### config.mk
export PLATFORM = sky130hd
export DESIGN_NAME = gpio_waveform_generator
export DESIGN_NICKNAME = d
export VERILOG_FILES = /design/src/inc/wg_pkg.sv /design/src/core/wave_channel.sv /design/src/core/gpio_waveform_generator.sv
export SDC_FILE = /design/constraint.sdc
export NUM_CORES = 1
export LEC_CHECK = 0
export BUFFER_PORTS_ARGS = -buffer_cell sky130_fd_sc_hd__buf_2
export CORE_ASPECT_RATIO = 0.75
export CORE_UTILIZATION = 60
export DETAILED_ROUTE_END_ITERATION = 8
export PLACE_DENSITY = 0.78
export SYNTH_ARGS = -nofsm -noshare
export SYNTH_HDL_FRONTEND = slang
export SYNTH_SLANG_ARGS = --single-unit
### constraint.sdc
create_clock -name clk_i -period 5.6 [get_ports clk_i]
set_input_delay 0.56 -clock clk_i [delete_from_list [all_inputs] [get_ports clk_i]]
set_output_delay 0.56 -clock clk_i [all_outputs]
set_load 0.005 [all_outputs]
### src/inc/wg_pkg.sv
// constants, state codes and carrier types of the pad waveform generator
// assumes a 32-bit apb slave with one register per aligned word
package wg_pkg;

  // ----------------------------------------------------------------
  // register indexes; byte address is four times the index
  // ----------------------------------------------------------------
  localparam int ADDR_W = 16;
  localparam logic [13:0] IDX_T47 = 14'h10AC;
  localparam logic [13:0] IDX_T46 = 14'h10AD;
  localparam logic [13:0] IDX_N7 = 14'h10AE;
  localparam logic [13:0] IDX_N6 = 14'h10AF;
  localparam logic [13:0] IDX_CFG = 14'h10B0;
  localparam logic [13:0] IDX_CHAIN = 14'h10B1;
  localparam logic [13:0] IDX_CLKDIV = 14'h10B2;
  localparam logic [13:0] IDX_DIVSEL = 14'h10B3;
  localparam logic [13:0] IDX_WRESET = 14'h10B5;
  localparam logic [13:0] IDX_SUSP = 14'h10B6;

  // ----------------------------------------------------------------
  // field layout and reset values
  // ----------------------------------------------------------------
  localparam int NUM_PADS = 8;
  localparam int NUM_PAIRS = 4;
  localparam int CFG_EN_LSB = 0;
  localparam int CFG_MODE_LSB = 4;
  localparam int DIV1_LSB = 0;
  localparam int DIV2_LSB = 4;
  localparam logic [7:0] RST_BYTE = 8'h00;
  localparam logic [6:0] RST_CHAIN = 7'h00;
  localparam logic [15:0] RST_DIVCNT = 16'h0000;
  localparam logic [15:0] DEF_SUB_LEN = 16'h0001;

  // ----------------------------------------------------------------
  // types
  // ----------------------------------------------------------------
  typedef enum logic [2:0] {
    ST_IDLE = 3'b000,
    ST_WAIT = 3'b001,
    ST_HIGH = 3'b010,
    ST_LOW = 3'b011,
    ST_DONE = 3'b100
  } wave_state_t;

  typedef struct packed {
    logic [15:0] sub_len;
    logic [15:0] cnt_load;
  } wave_cfg_t;

endpackage

### src/core/wave_channel.sv
// one pad's waveform counter: high and low subperiods, period count
// assumes run, hold, chain and tick come from the register block
`timescale 1ns/10ps
module wave_channel (
  input wire logic clk_i,
  input wire logic srst_i,
  input wire wg_pkg::wave_cfg_t cfg_i,
  input wire logic run_i,
  input wire logic hold_i,
  input wire logic chain_i,
  input wire logic go_i,
  input wire logic tick_i,
  input wire logic reload_i,
  output logic wave_o,
  output logic wait_o,
  output logic fin_o,
  output logic [15:0] rem_o
);
  wg_pkg::wave_state_t state_r, state_nxt;
  logic [15:0] sub_r, sub_nxt;
  logic [15:0] rem_r, rem_nxt;
  logic wave_r, wave_nxt;
  logic expire;

  assign expire = tick_i && !hold_i && (sub_r == cfg_i.sub_len);
  // finish is combinational so a chained pad starts on the same edge
  assign fin_o = (state_r == wg_pkg::ST_LOW) && expire && (rem_r == 16'h0001);
  assign wave_o = wave_r;
  assign wait_o = (state_r == wg_pkg::ST_WAIT);
  assign rem_o = rem_r;

  // ----------------------------------------------------------------
  // sequencer
  // ----------------------------------------------------------------
  always_comb begin
    state_nxt = state_r;
    sub_nxt = sub_r;
    rem_nxt = rem_r;
    wave_nxt = wave_r;
    if (!run_i) begin
      state_nxt = wg_pkg::ST_IDLE;
      sub_nxt = 16'h0000;
      rem_nxt = 16'h0000;
      wave_nxt = 1'b0;
    end else begin
      case (state_r)
        wg_pkg::ST_IDLE: begin
          if (!hold_i) begin
            rem_nxt = cfg_i.cnt_load;
            sub_nxt = 16'h0000;
            state_nxt = chain_i ? wg_pkg::ST_WAIT : wg_pkg::ST_HIGH;
            wave_nxt = !chain_i;
          end
        end
        wg_pkg::ST_WAIT: begin
          if (go_i) begin
            state_nxt = wg_pkg::ST_HIGH;
            wave_nxt = 1'b1;
          end
        end
        wg_pkg::ST_HIGH, wg_pkg::ST_LOW: begin
          if (tick_i && !hold_i) begin
            sub_nxt = sub_r + 16'h0001;
            if (expire) begin
              sub_nxt = 16'h0000;
              if (state_r == wg_pkg::ST_HIGH) begin
                state_nxt = wg_pkg::ST_LOW;
                wave_nxt = 1'b0;
              end else if (rem_r == 16'h0001) begin
                rem_nxt = 16'h0000;
                state_nxt = wg_pkg::ST_DONE;
              end else begin
                if (rem_r != 16'h0000) begin
                  rem_nxt = rem_r - 16'h0001;
                end
                state_nxt = wg_pkg::ST_HIGH;
                wave_nxt = 1'b1;
              end
            end
          end
        end
        wg_pkg::ST_DONE: begin
          state_nxt = wg_pkg::ST_DONE;
        end
        default: begin
          state_nxt = wg_pkg::ST_IDLE;
        end
      endcase
      if (reload_i) begin
        rem_nxt = cfg_i.cnt_load;
      end
    end
  end

  always_ff @(posedge clk_i) begin
    if (srst_i) begin
      state_r <= wg_pkg::ST_IDLE;
      sub_r <= 16'h0000;
      rem_r <= 16'h0000;
      wave_r <= 1'b0;
    end else begin
      state_r <= state_nxt;
      sub_r <= sub_nxt;
      rem_r <= rem_nxt;
      wave_r <= wave_nxt;
    end
  end

  // ----------------------------------------------------------------
  // checks
  // ----------------------------------------------------------------
  chk_reset_clears: assert property (
    @(posedge clk_i) disable iff (srst_i)
    !run_i |=> (state_r == wg_pkg::ST_IDLE) && !wave_r && (rem_r == 16'h0000))
    else $error("halted pad did not clear");

  chk_suspend_hold: assert property (
    @(posedge clk_i) disable iff (srst_i)
    run_i && hold_i && ((state_r == wg_pkg::ST_HIGH) || (state_r == wg_pkg::ST_LOW))
    |=> $stable(sub_r) && $stable(wave_r))
    else $error("suspended pad kept counting");

  chk_infinite_run: assert property (
    @(posedge clk_i) disable iff (srst_i)
    run_i && !reload_i && (state_r == wg_pkg::ST_LOW) && expire && (rem_r == 16'h0000)
    |=> (state_r == wg_pkg::ST_HIGH) && wave_r)
    else $error("infinite waveform stopped");

  chk_finish_done: assert property (
    @(posedge clk_i) disable iff (srst_i)
    fin_o && run_i |=> (state_r == wg_pkg::ST_DONE) [*2])
    else $error("finished pad did not stop");
endmodule

### src/core/gpio_waveform_generator.sv
// pad waveform generator: apb registers, dividers, eight pad channels
// assumes apb master on clk_i; pad muxing sits outside this block
//
// Overview of operation
// - pad-7 fifth subperiod: pad 7 length, or upper byte of pad 6's
// - pad-6 fifth subperiod: pad 6 length, or its lower byte
// - pad-7 count write: pad 7 periods, or upper byte of pad 6 count
// - pad-6 count write: pad 6 periods, or lower byte of its count
// - a zero period count runs the waveform forever
// - count reads return periods still to generate
// - low four config bits enable generation on each pad pair
// - clear mode bit: both pads of the pair run with 8-bit counters
// - set mode bit: odd pad released, even pad uses 16-bit counter
// - chain bits make one waveform start as another ends
// - even chain bit: start after next pad, or pad after next in 16-bit
// - odd chain bit: start after the next pad, 8-bit mode only
// - chain bit 6: pad 6 starts after pad 7, 8-bit mode only
// - two dividers divide clock by two to the power d+1
// - per-pad select bit picks divider 1 or divider 2
// - per-pad reset bit halts and clears until software clears it
// - per-pad suspend bit pauses generation, but a chained pad still starts; clearing resumes it where it paused
//
// The APB register port was decided locally.
`timescale 1ns/10ps
module gpio_waveform_generator #(
  parameter logic [15:0] DEF_SUB_LEN = wg_pkg::DEF_SUB_LEN
) (
  input wire logic clk_i,
  input wire logic srst_i,
  input wire logic psel_i,
  input wire logic penable_i,
  input wire logic pwrite_i,
  input wire logic [wg_pkg::ADDR_W-1:0] paddr_i,
  input wire logic [31:0] pwdata_i,
  output logic [31:0] prdata_o,
  output logic pready_o,
  output logic pslverr_o,
  output logic [7:0] wave_o,
  output logic [7:0] drive_o
);
  localparam int NP = wg_pkg::NUM_PADS;

  // ----------------------------------------------------------------
  // decode helpers
  // ----------------------------------------------------------------
  function automatic logic hit(input logic [15:0] a, input logic [13:0] idx);
    return (a[1:0] == 2'b00) && (a[15:2] == idx);
  endfunction

  function automatic logic div_tick(input logic [15:0] c, input logic [3:0] d);
    logic [15:0] m;
    m = 16'hFFFF >> (4'hF - d);
    return (c & m) == m;
  endfunction

  // ----------------------------------------------------------------
  // register file
  // ----------------------------------------------------------------
  logic [7:0] t47_r, t47_nxt, t46_r, t46_nxt;
  logic [7:0] n7_r, n7_nxt, n6_r, n6_nxt;
  logic [7:0] cfg_r, cfg_nxt;
  logic [6:0] chain_r, chain_nxt;
  logic [7:0] clkdiv_r, clkdiv_nxt, divsel_r, divsel_nxt;
  logic [7:0] wreset_r, wreset_nxt, susp_r, susp_nxt;
  logic wr_acc, rd_setup;
  logic wr_n7, wr_n6;

  assign wr_acc = psel_i && penable_i && pwrite_i && pready_o;
  assign rd_setup = psel_i && !penable_i && !pwrite_i;
  assign wr_n7 = wr_acc && hit(paddr_i, wg_pkg::IDX_N7);
  assign wr_n6 = wr_acc && hit(paddr_i, wg_pkg::IDX_N6);

  always_comb begin
    t47_nxt = t47_r;
    t46_nxt = t46_r;
    n7_nxt = n7_r;
    n6_nxt = n6_r;
    cfg_nxt = cfg_r;
    chain_nxt = chain_r;
    clkdiv_nxt = clkdiv_r;
    divsel_nxt = divsel_r;
    wreset_nxt = wreset_r;
    susp_nxt = susp_r;
    if (wr_acc && (paddr_i[1:0] == 2'b00)) begin
      case (paddr_i[15:2])
        wg_pkg::IDX_T47: t47_nxt = pwdata_i[7:0];
        wg_pkg::IDX_T46: t46_nxt = pwdata_i[7:0];
        wg_pkg::IDX_N7: n7_nxt = pwdata_i[7:0];
        wg_pkg::IDX_N6: n6_nxt = pwdata_i[7:0];
        wg_pkg::IDX_CFG: cfg_nxt = pwdata_i[7:0];
        wg_pkg::IDX_CHAIN: chain_nxt = pwdata_i[6:0];
        wg_pkg::IDX_CLKDIV: clkdiv_nxt = pwdata_i[7:0];
        wg_pkg::IDX_DIVSEL: divsel_nxt = pwdata_i[7:0];
        wg_pkg::IDX_WRESET: wreset_nxt = pwdata_i[7:0];
        wg_pkg::IDX_SUSP: susp_nxt = pwdata_i[7:0];
        default: ;
      endcase
    end
  end

  always_ff @(posedge clk_i) begin
    if (srst_i) begin
      t47_r <= wg_pkg::RST_BYTE;
      t46_r <= wg_pkg::RST_BYTE;
      n7_r <= wg_pkg::RST_BYTE;
      n6_r <= wg_pkg::RST_BYTE;
      cfg_r <= wg_pkg::RST_BYTE;
      chain_r <= wg_pkg::RST_CHAIN;
      clkdiv_r <= wg_pkg::RST_BYTE;
      divsel_r <= wg_pkg::RST_BYTE;
      wreset_r <= wg_pkg::RST_BYTE;
      susp_r <= wg_pkg::RST_BYTE;
    end else begin
      t47_r <= t47_nxt;
      t46_r <= t46_nxt;
      n7_r <= n7_nxt;
      n6_r <= n6_nxt;
      cfg_r <= cfg_nxt;
      chain_r <= chain_nxt;
      clkdiv_r <= clkdiv_nxt;
      divsel_r <= divsel_nxt;
      wreset_r <= wreset_nxt;
      susp_r <= susp_nxt;
    end
  end

  // ----------------------------------------------------------------
  // clock dividers
  // ----------------------------------------------------------------
  logic [15:0] divcnt_r, divcnt_nxt;
  logic tick1, tick2;

  // divide by two to the d+1
  assign tick1 = div_tick(divcnt_r, clkdiv_r[wg_pkg::DIV1_LSB +: 4]);
  assign tick2 = div_tick(divcnt_r, clkdiv_r[wg_pkg::DIV2_LSB +: 4]);

  always_comb begin
    divcnt_nxt = divcnt_r + 16'h0001;
  end

  always_ff @(posedge clk_i) begin
    if (srst_i) begin
      divcnt_r <= wg_pkg::RST_DIVCNT;
    end else begin
      divcnt_r <= divcnt_nxt;
    end
  end

  // ----------------------------------------------------------------
  // per-pad steering
  // ----------------------------------------------------------------
  logic mode16_3;
  logic [NP-1:0] run_w, chain_w, go_w, tick_w, reload_w;
  logic [NP-1:0] wave_w, wait_w, fin_w;
  logic [NP+1:0] fin_x;
  logic [15:0] rem_w [NP];
  wg_pkg::wave_cfg_t wcfg [NP];

  assign mode16_3 = cfg_r[wg_pkg::CFG_MODE_LSB + 3];
  assign fin_x = {2'b00, fin_w};

  always_comb begin
    for (int p = 0; p < NP; p++) begin
      // pair enable, odd pad released in 16-bit mode
      run_w[p] = cfg_r[wg_pkg::CFG_EN_LSB + p / 2] && !wreset_r[p]
        && !((p % 2 == 1) && cfg_r[wg_pkg::CFG_MODE_LSB + p / 2]);
      tick_w[p] = divsel_r[p] ? tick2 : tick1;
      chain_w[p] = 1'b0;
      go_w[p] = 1'b0;
      if (p < NP - 1) begin
        if (cfg_r[wg_pkg::CFG_MODE_LSB + p / 2]) begin
          // even pad follows pad after next; odd bits ignored
          chain_w[p] = chain_r[p] && (p % 2 == 0) && (p < NP - 2);
          go_w[p] = fin_x[p + 2];
        end else begin
          // follow the next pad in 8-bit mode
          chain_w[p] = chain_r[p];
          go_w[p] = fin_x[p + 1];
        end
      end
      wcfg[p].sub_len = DEF_SUB_LEN;
      wcfg[p].cnt_load = 16'h0000;
      reload_w[p] = 1'b0;
    end
    // fifth subperiod bytes, 8-bit or 16-bit
    wcfg[6].sub_len = mode16_3 ? {t47_r, t46_r} : {8'h00, t46_r};
    wcfg[7].sub_len = {8'h00, t47_r};
    wcfg[6].cnt_load = mode16_3 ? {n7_r, n6_r} : {8'h00, n6_r};
    wcfg[7].cnt_load = {8'h00, n7_r};
    reload_w[6] = wr_n6 || (mode16_3 && wr_n7);
    reload_w[7] = wr_n7 && !mode16_3;
  end

  generate
    for (genvar g = 0; g < NP; g++) begin : g_pad
      wave_channel u_chan (
        .clk_i(clk_i),
        .srst_i(srst_i),
        .cfg_i(wcfg[g]),
        .run_i(run_w[g]),
        .hold_i(susp_r[g]),
        .chain_i(chain_w[g]),
        .go_i(go_w[g]),
        .tick_i(tick_w[g]),
        .reload_i(reload_w[g]),
        .wave_o(wave_w[g]),
        .wait_o(wait_w[g]),
        .fin_o(fin_w[g]),
        .rem_o(rem_w[g])
      );
    end
  endgenerate

  assign wave_o = wave_w;

  // ----------------------------------------------------------------
  // pad ownership
  // ----------------------------------------------------------------
  logic [7:0] drive_r, drive_nxt;

  always_comb begin
    // disabled pads stay with ordinary gpio logic
    drive_nxt = run_w;
  end

  always_ff @(posedge clk_i) begin
    if (srst_i) begin
      drive_r <= 8'h00;
    end else begin
      drive_r <= drive_nxt;
    end
  end

  assign drive_o = drive_r;

  // ----------------------------------------------------------------
  // apb answer
  // ----------------------------------------------------------------
  logic [31:0] prdata_r, prdata_nxt;
  logic pready_r, pready_nxt, pslverr_r, pslverr_nxt;
  logic [7:0] shadow_r, shadow_nxt;
  logic shv_r, shv_nxt;
  logic mapped;

  always_comb begin
    mapped = 1'b0;
    prdata_nxt = 32'h0000_0000;
    shadow_nxt = shadow_r;
    shv_nxt = shv_r;
    if (paddr_i[1:0] == 2'b00) begin
      mapped = 1'b1;
      case (paddr_i[15:2])
        wg_pkg::IDX_T47: prdata_nxt[7:0] = t47_r;
        wg_pkg::IDX_T46: prdata_nxt[7:0] = t46_r;
        // remaining count, upper byte latches lower for coherence
        wg_pkg::IDX_N7: prdata_nxt[7:0] = mode16_3 ? rem_w[6][15:8] : rem_w[7][7:0];
        wg_pkg::IDX_N6: prdata_nxt[7:0] = (mode16_3 && shv_r) ? shadow_r : rem_w[6][7:0];
        wg_pkg::IDX_CFG: prdata_nxt[7:0] = cfg_r;
        wg_pkg::IDX_CHAIN: prdata_nxt[6:0] = chain_r;
        wg_pkg::IDX_CLKDIV: prdata_nxt[7:0] = clkdiv_r;
        wg_pkg::IDX_DIVSEL: prdata_nxt[7:0] = divsel_r;
        wg_pkg::IDX_WRESET: prdata_nxt[7:0] = wreset_r;
        wg_pkg::IDX_SUSP: prdata_nxt[7:0] = susp_r;
        default: mapped = 1'b0;
      endcase
    end
    if (!rd_setup) begin
      prdata_nxt = 32'h0000_0000;
    end else if (mode16_3 && hit(paddr_i, wg_pkg::IDX_N7)) begin
      shadow_nxt = rem_w[6][7:0];
      shv_nxt = 1'b1;
    end else if (hit(paddr_i, wg_pkg::IDX_N6)) begin
      shv_nxt = 1'b0;
    end
    // one wait-free access cycle: answer is ready in the first access phase
    pready_nxt = psel_i && !penable_i;
    pslverr_nxt = psel_i && !penable_i && !mapped;
  end

  always_ff @(posedge clk_i) begin
    if (srst_i) begin
      prdata_r <= 32'h0000_0000;
      pready_r <= 1'b0;
      pslverr_r <= 1'b0;
      shadow_r <= 8'h00;
      shv_r <= 1'b0;
    end else begin
      prdata_r <= prdata_nxt;
      pready_r <= pready_nxt;
      pslverr_r <= pslverr_nxt;
      shadow_r <= shadow_nxt;
      shv_r <= shv_nxt;
    end
  end

  assign prdata_o = prdata_r;
  assign pready_o = pready_r;
  assign pslverr_o = pslverr_r;

  // ----------------------------------------------------------------
  // checks
  // ----------------------------------------------------------------
  chk_apb_answer: assert property (
    @(posedge clk_i) disable iff (srst_i)
    psel_i && !penable_i |=> pready_o)
    else $error("apb setup not answered");

  chk_pair_enable: assert property (
    @(posedge clk_i) disable iff (srst_i)
    !cfg_r[0] |=> !drive_o[0] && !wave_o[0])
    else $error("disabled pair still driven");

  chk_mode16_off: assert property (
    @(posedge clk_i) disable iff (srst_i)
    cfg_r[7] |=> !drive_o[7] && !wave_o[7])
    else $error("odd pad driven in 16-bit mode");

  chk_chain_start: assert property (
    @(posedge clk_i) disable iff (srst_i)
    fin_w[7] && chain_r[6] && !mode16_3 && wait_w[6] && run_w[6] |=> wave_o[6])
    else $error("pad 6 did not follow pad 7");

  chk_div_tick: assert property (
    @(posedge clk_i) disable iff (srst_i)
    tick1 && $stable(clkdiv_r) |=> !tick1)
    else $error("divider ticked twice in a row");

  chk_count_read: assert property (
    @(posedge clk_i) disable iff (srst_i)
    rd_setup && hit(paddr_i, wg_pkg::IDX_N7) && !mode16_3
    |=> prdata_o[7:0] == $past(rem_w[7][7:0]))
    else $error("count read mismatch");
endmodule

==> reports/metrics.csv <==
stage,metric,value,unit
die,die_height,166,um
clock_tree,cts_root_buffer,clkbuf_16,
power,power.total,6160,uW
routing,antenna_left,0,
synth,synth-edff-count,0,
routing,drt_wl_total,58600,um
synth,postSynthRegisterBits,410,
cells_and_area,area_growth,8.45,%
synth,synthCells,2732,
run,max_cap_viol_count,0,
critical_path,critPathKind,reg -> reg,
timing,finalCritPeriodShare,0.739,
timing,maxSlewViolCount,0,
die,die_area,0.0368,mm2
global_route,grt_antenna_before_repair,0,
global_route,grt_max_degree,64,
critical_path,crit_arrival,4.54,ns
clock_tree,clk_pin_slew,0.06,ns
timing,relSlewSlack,0.150,
cells_and_area,drive_gt1_frac,0.0700,
clock_tree,cts_tree,yes,
routing,drc,0,
critical_path,cp_top_family,compound AO/OA/AOI/OAI gates,
global_route,grt_overflow_total,0,
routing,vias_per_cell,6.35,
critical_path,required,6.00,ns
cells_and_area,nets,2779,
cells_and_area,layout_commonest_cell,dfxtp_1,
critical_path,slowest_delay,1.05,ns
clock_tree,post_cts_buffers,0,
critical_path,cp.buffers_inverters,1,
timing,fin_worst_skew,0.0165,ns
synth,synthArstFlopShare,0,
synth,syn_area_per_cell,7.92,um2
die,ioPinCount,103,
routing,wl_per_cell,18.4,um
critical_path,critical_path.max_fanout,11,
routing,firstDrtPassIters,7,
die,die-width,221,um
place,hpwl,41100,um
timing,setup_viol,0,
place,pre_cts_ws,1.62,ns
power,leakagePower,0.00878,uW
synth,ys_warn_count,0,
global_route,grt_pass1_wl,94800,um
critical_path,crit_chain,"inv_1, nor2_1, o31ai_1, nand4_1, o22a_1, a2111oi_2, nand4_1, xor2_1, nor2_1",
critical_path,start_kind,register,
global_route,grt_pass1_vias,18652,
timing,setup_ws,1.46,ns
clock_tree,cts_num_sinks,410,
routing,vias,20216,
clock_tree,cts_hold_buf,0,
cells_and_area,layout_common_cells,"dfxtp_1 (410), nor2_1 (383), nand2_1 (252)",
status,outcome,completed,
synth,syn_area,0.0216,mm2
synth,ys.flop_type,dfxtp_1,
clock_tree,h-tree-depth,2,
die,num_rows,59,
critical_path,endpoint_kind,register,
timing,finalSetupTns,0,ns
synth,ys_types,89,
cells_and_area,antenna-diode-count,0,
place,port-buffer-count,54,
routing,drt_iter0_drc,2225,
place,place.gp.congestion,0.946,
timing,tightestPinTransition,1.27,ns
min_path,hold_path.class,in -> reg,
power,ir_drop,0.203,mV
die,core,0.0351,mm2
global_route,groute.usage.overall,0.310,
cells_and_area,nFillCells,2911,
power,powerDensity,262,mW/mm2
timing,finalHoldViolCount,0,
clock_tree,clk_path_buf_depth,3,
clock_tree,clk_latency,0.55,ns
clock_tree,ctsResizeCount,0,
critical_path,cp_slowest_cell,a2111oi_2,
clock_tree,cts_buffers,42,
cells_and_area,design_area,0.0235,mm2
synth,ys_seq_area_frac,0.379,
die,start_util,0.617,
place,placedInstanceArea,0.0219,mm2
timing,rsz0062_at_grt,false,
timing,fin_crit,4.14,ns
timing,max_freq,0.242,GHz
cells_and_area,final_util,0.669,
[sequential cells by signal, indices dropped and copies added (netlist names), 16 cells and up]
signal,count
g_pad.u_chan.rem_o,128
g_pad.u_chan.sub_r,128
g_pad.u_chan.state_r,24
divcnt_r,16
[area by class of cell]
class | instances | area (um2) | share of cell area
multi-input combinational | 2096 | 12500 | 0.532
sequential | 410 | 8210 | 0.350
clock buffer | 62 | 1300 | 0.0554
tap | 457 | 572 | 0.0244
timing repair buffer | 66 | 363 | 0.0155
inverter | 79 | 297 | 0.0126
clock inverter | 14 | 249 | 0.0106
[final timing paths]
| path | slack [ns] | end | start | cells past startpoint |
|---|---|---|---|---|
| worst max-delay path | 1.46 | g_pad[6].u_chan.sub_r[13] | clkdiv_r[2] | 9 |
| worst min-delay path | 0.31 | pslverr_o | paddr_i[0] | 2 |
| worst max register to register | 1.46 | g_pad[6].u_chan.sub_r[13] | clkdiv_r[2] | 9 |
| worst min register to register | 0.48 | n7_r[1] | n7_r[1] | 2 |
[synthesized netlist by cell type, types with 12 or more instances]
master / number / area share
o21ai_0: 98 / 0.023
and3_1: 35 / 0.010
a21oi_1: 162 / 0.037
o22ai_1: 14 / 0.0040
clkbuf_1: 112 / 0.019
nand3b_1: 19 / 0.0066
xnor2_1: 100 / 0.040
and2_1: 13 / 0.0038
a211oi_1: 23 / 0.0080
nor2_1: 383 / 0.066
inv_1: 79 / 0.014
nor3_1: 103 / 0.024
mux2i_1: 58 / 0.027
buf_4: 32 / 0.011
nor4b_1: 14 / 0.0057
a22oi_1: 26 / 0.0090
dfxtp_1: 410 / 0.38
buf_2: 15 / 0.0035
nand3_1: 141 / 0.033
nand4_1: 72 / 0.021
xor2_1: 98 / 0.040
a31oi_1: 12 / 0.0035
o31ai_1: 16 / 0.0055
nand2_1: 252 / 0.044
o211ai_1: 18 / 0.0062
or4_1: 34 / 0.012
nor2b_1: 21 / 0.0061
nand2b_1: 26 / 0.0075
nor4_1: 77 / 0.022
or3_1: 52 / 0.015
ha_1: 31 / 0.018
or2_2: 17 / 0.0049
[report_power, final]
group / switching (uW) / leakage (uW) / total, uW / internal (uW)
registers: 4.06 / 0.00330 / 2920 / 2920
clock network: 1210 / 0.000767 / 3140 / 1930
logic: 74.3 / 0.00471 / 98.1 / 23.7
[per-stage QoR]
step           cells  hold slack (ns)
3_5_place_dp    3108            0.461
2_1_floorplan   2755            0.429
6_report        3184            0.306
4_1_cts         3184            0.301
5_1_grt         3184            0.314
3_3_place_gp    3108            0.453
[per-layer routing]
metal / global-route usage / part of all wire
met4: 0.0997 / 0.024
met1: 0.438 / 0.46
met2: 0.474 / 0.44
met5: 0 / 0
met3: 0.0591 / 0.085
[worst reg2reg max path: cells and delay by family, from the launching register on]
family / cells / cell delay [ns]
compound gates: 3 / 2.14
xor+xnor: 1 / 0.21
buf+inv: 1 / 0.14
flops: 1 / 0.42
simple gates: 4 / 1.07
[logic make-up (layout without fill, tap and decap cells)]
family / after synthesis / after routing / synth area share
AO/OA/AOI/OAI: 486 / 486 / 0.148
XOR/XNOR: 198 / 198 / 0.0801
adder cells (fa/ha/maj): 31 / 31 / 0.0179
buffers and inverters: 249 / 221 / 0.0496
flip-flops: 410 / 410 / 0.379
multiplexers: 60 / 60 / 0.0279
other: 1 / 24 / 0.000173
AND/OR/NAND/NOR: 1297 / 1297 / 0.297
No activity file was read; power rests on OpenSTA's default activity.
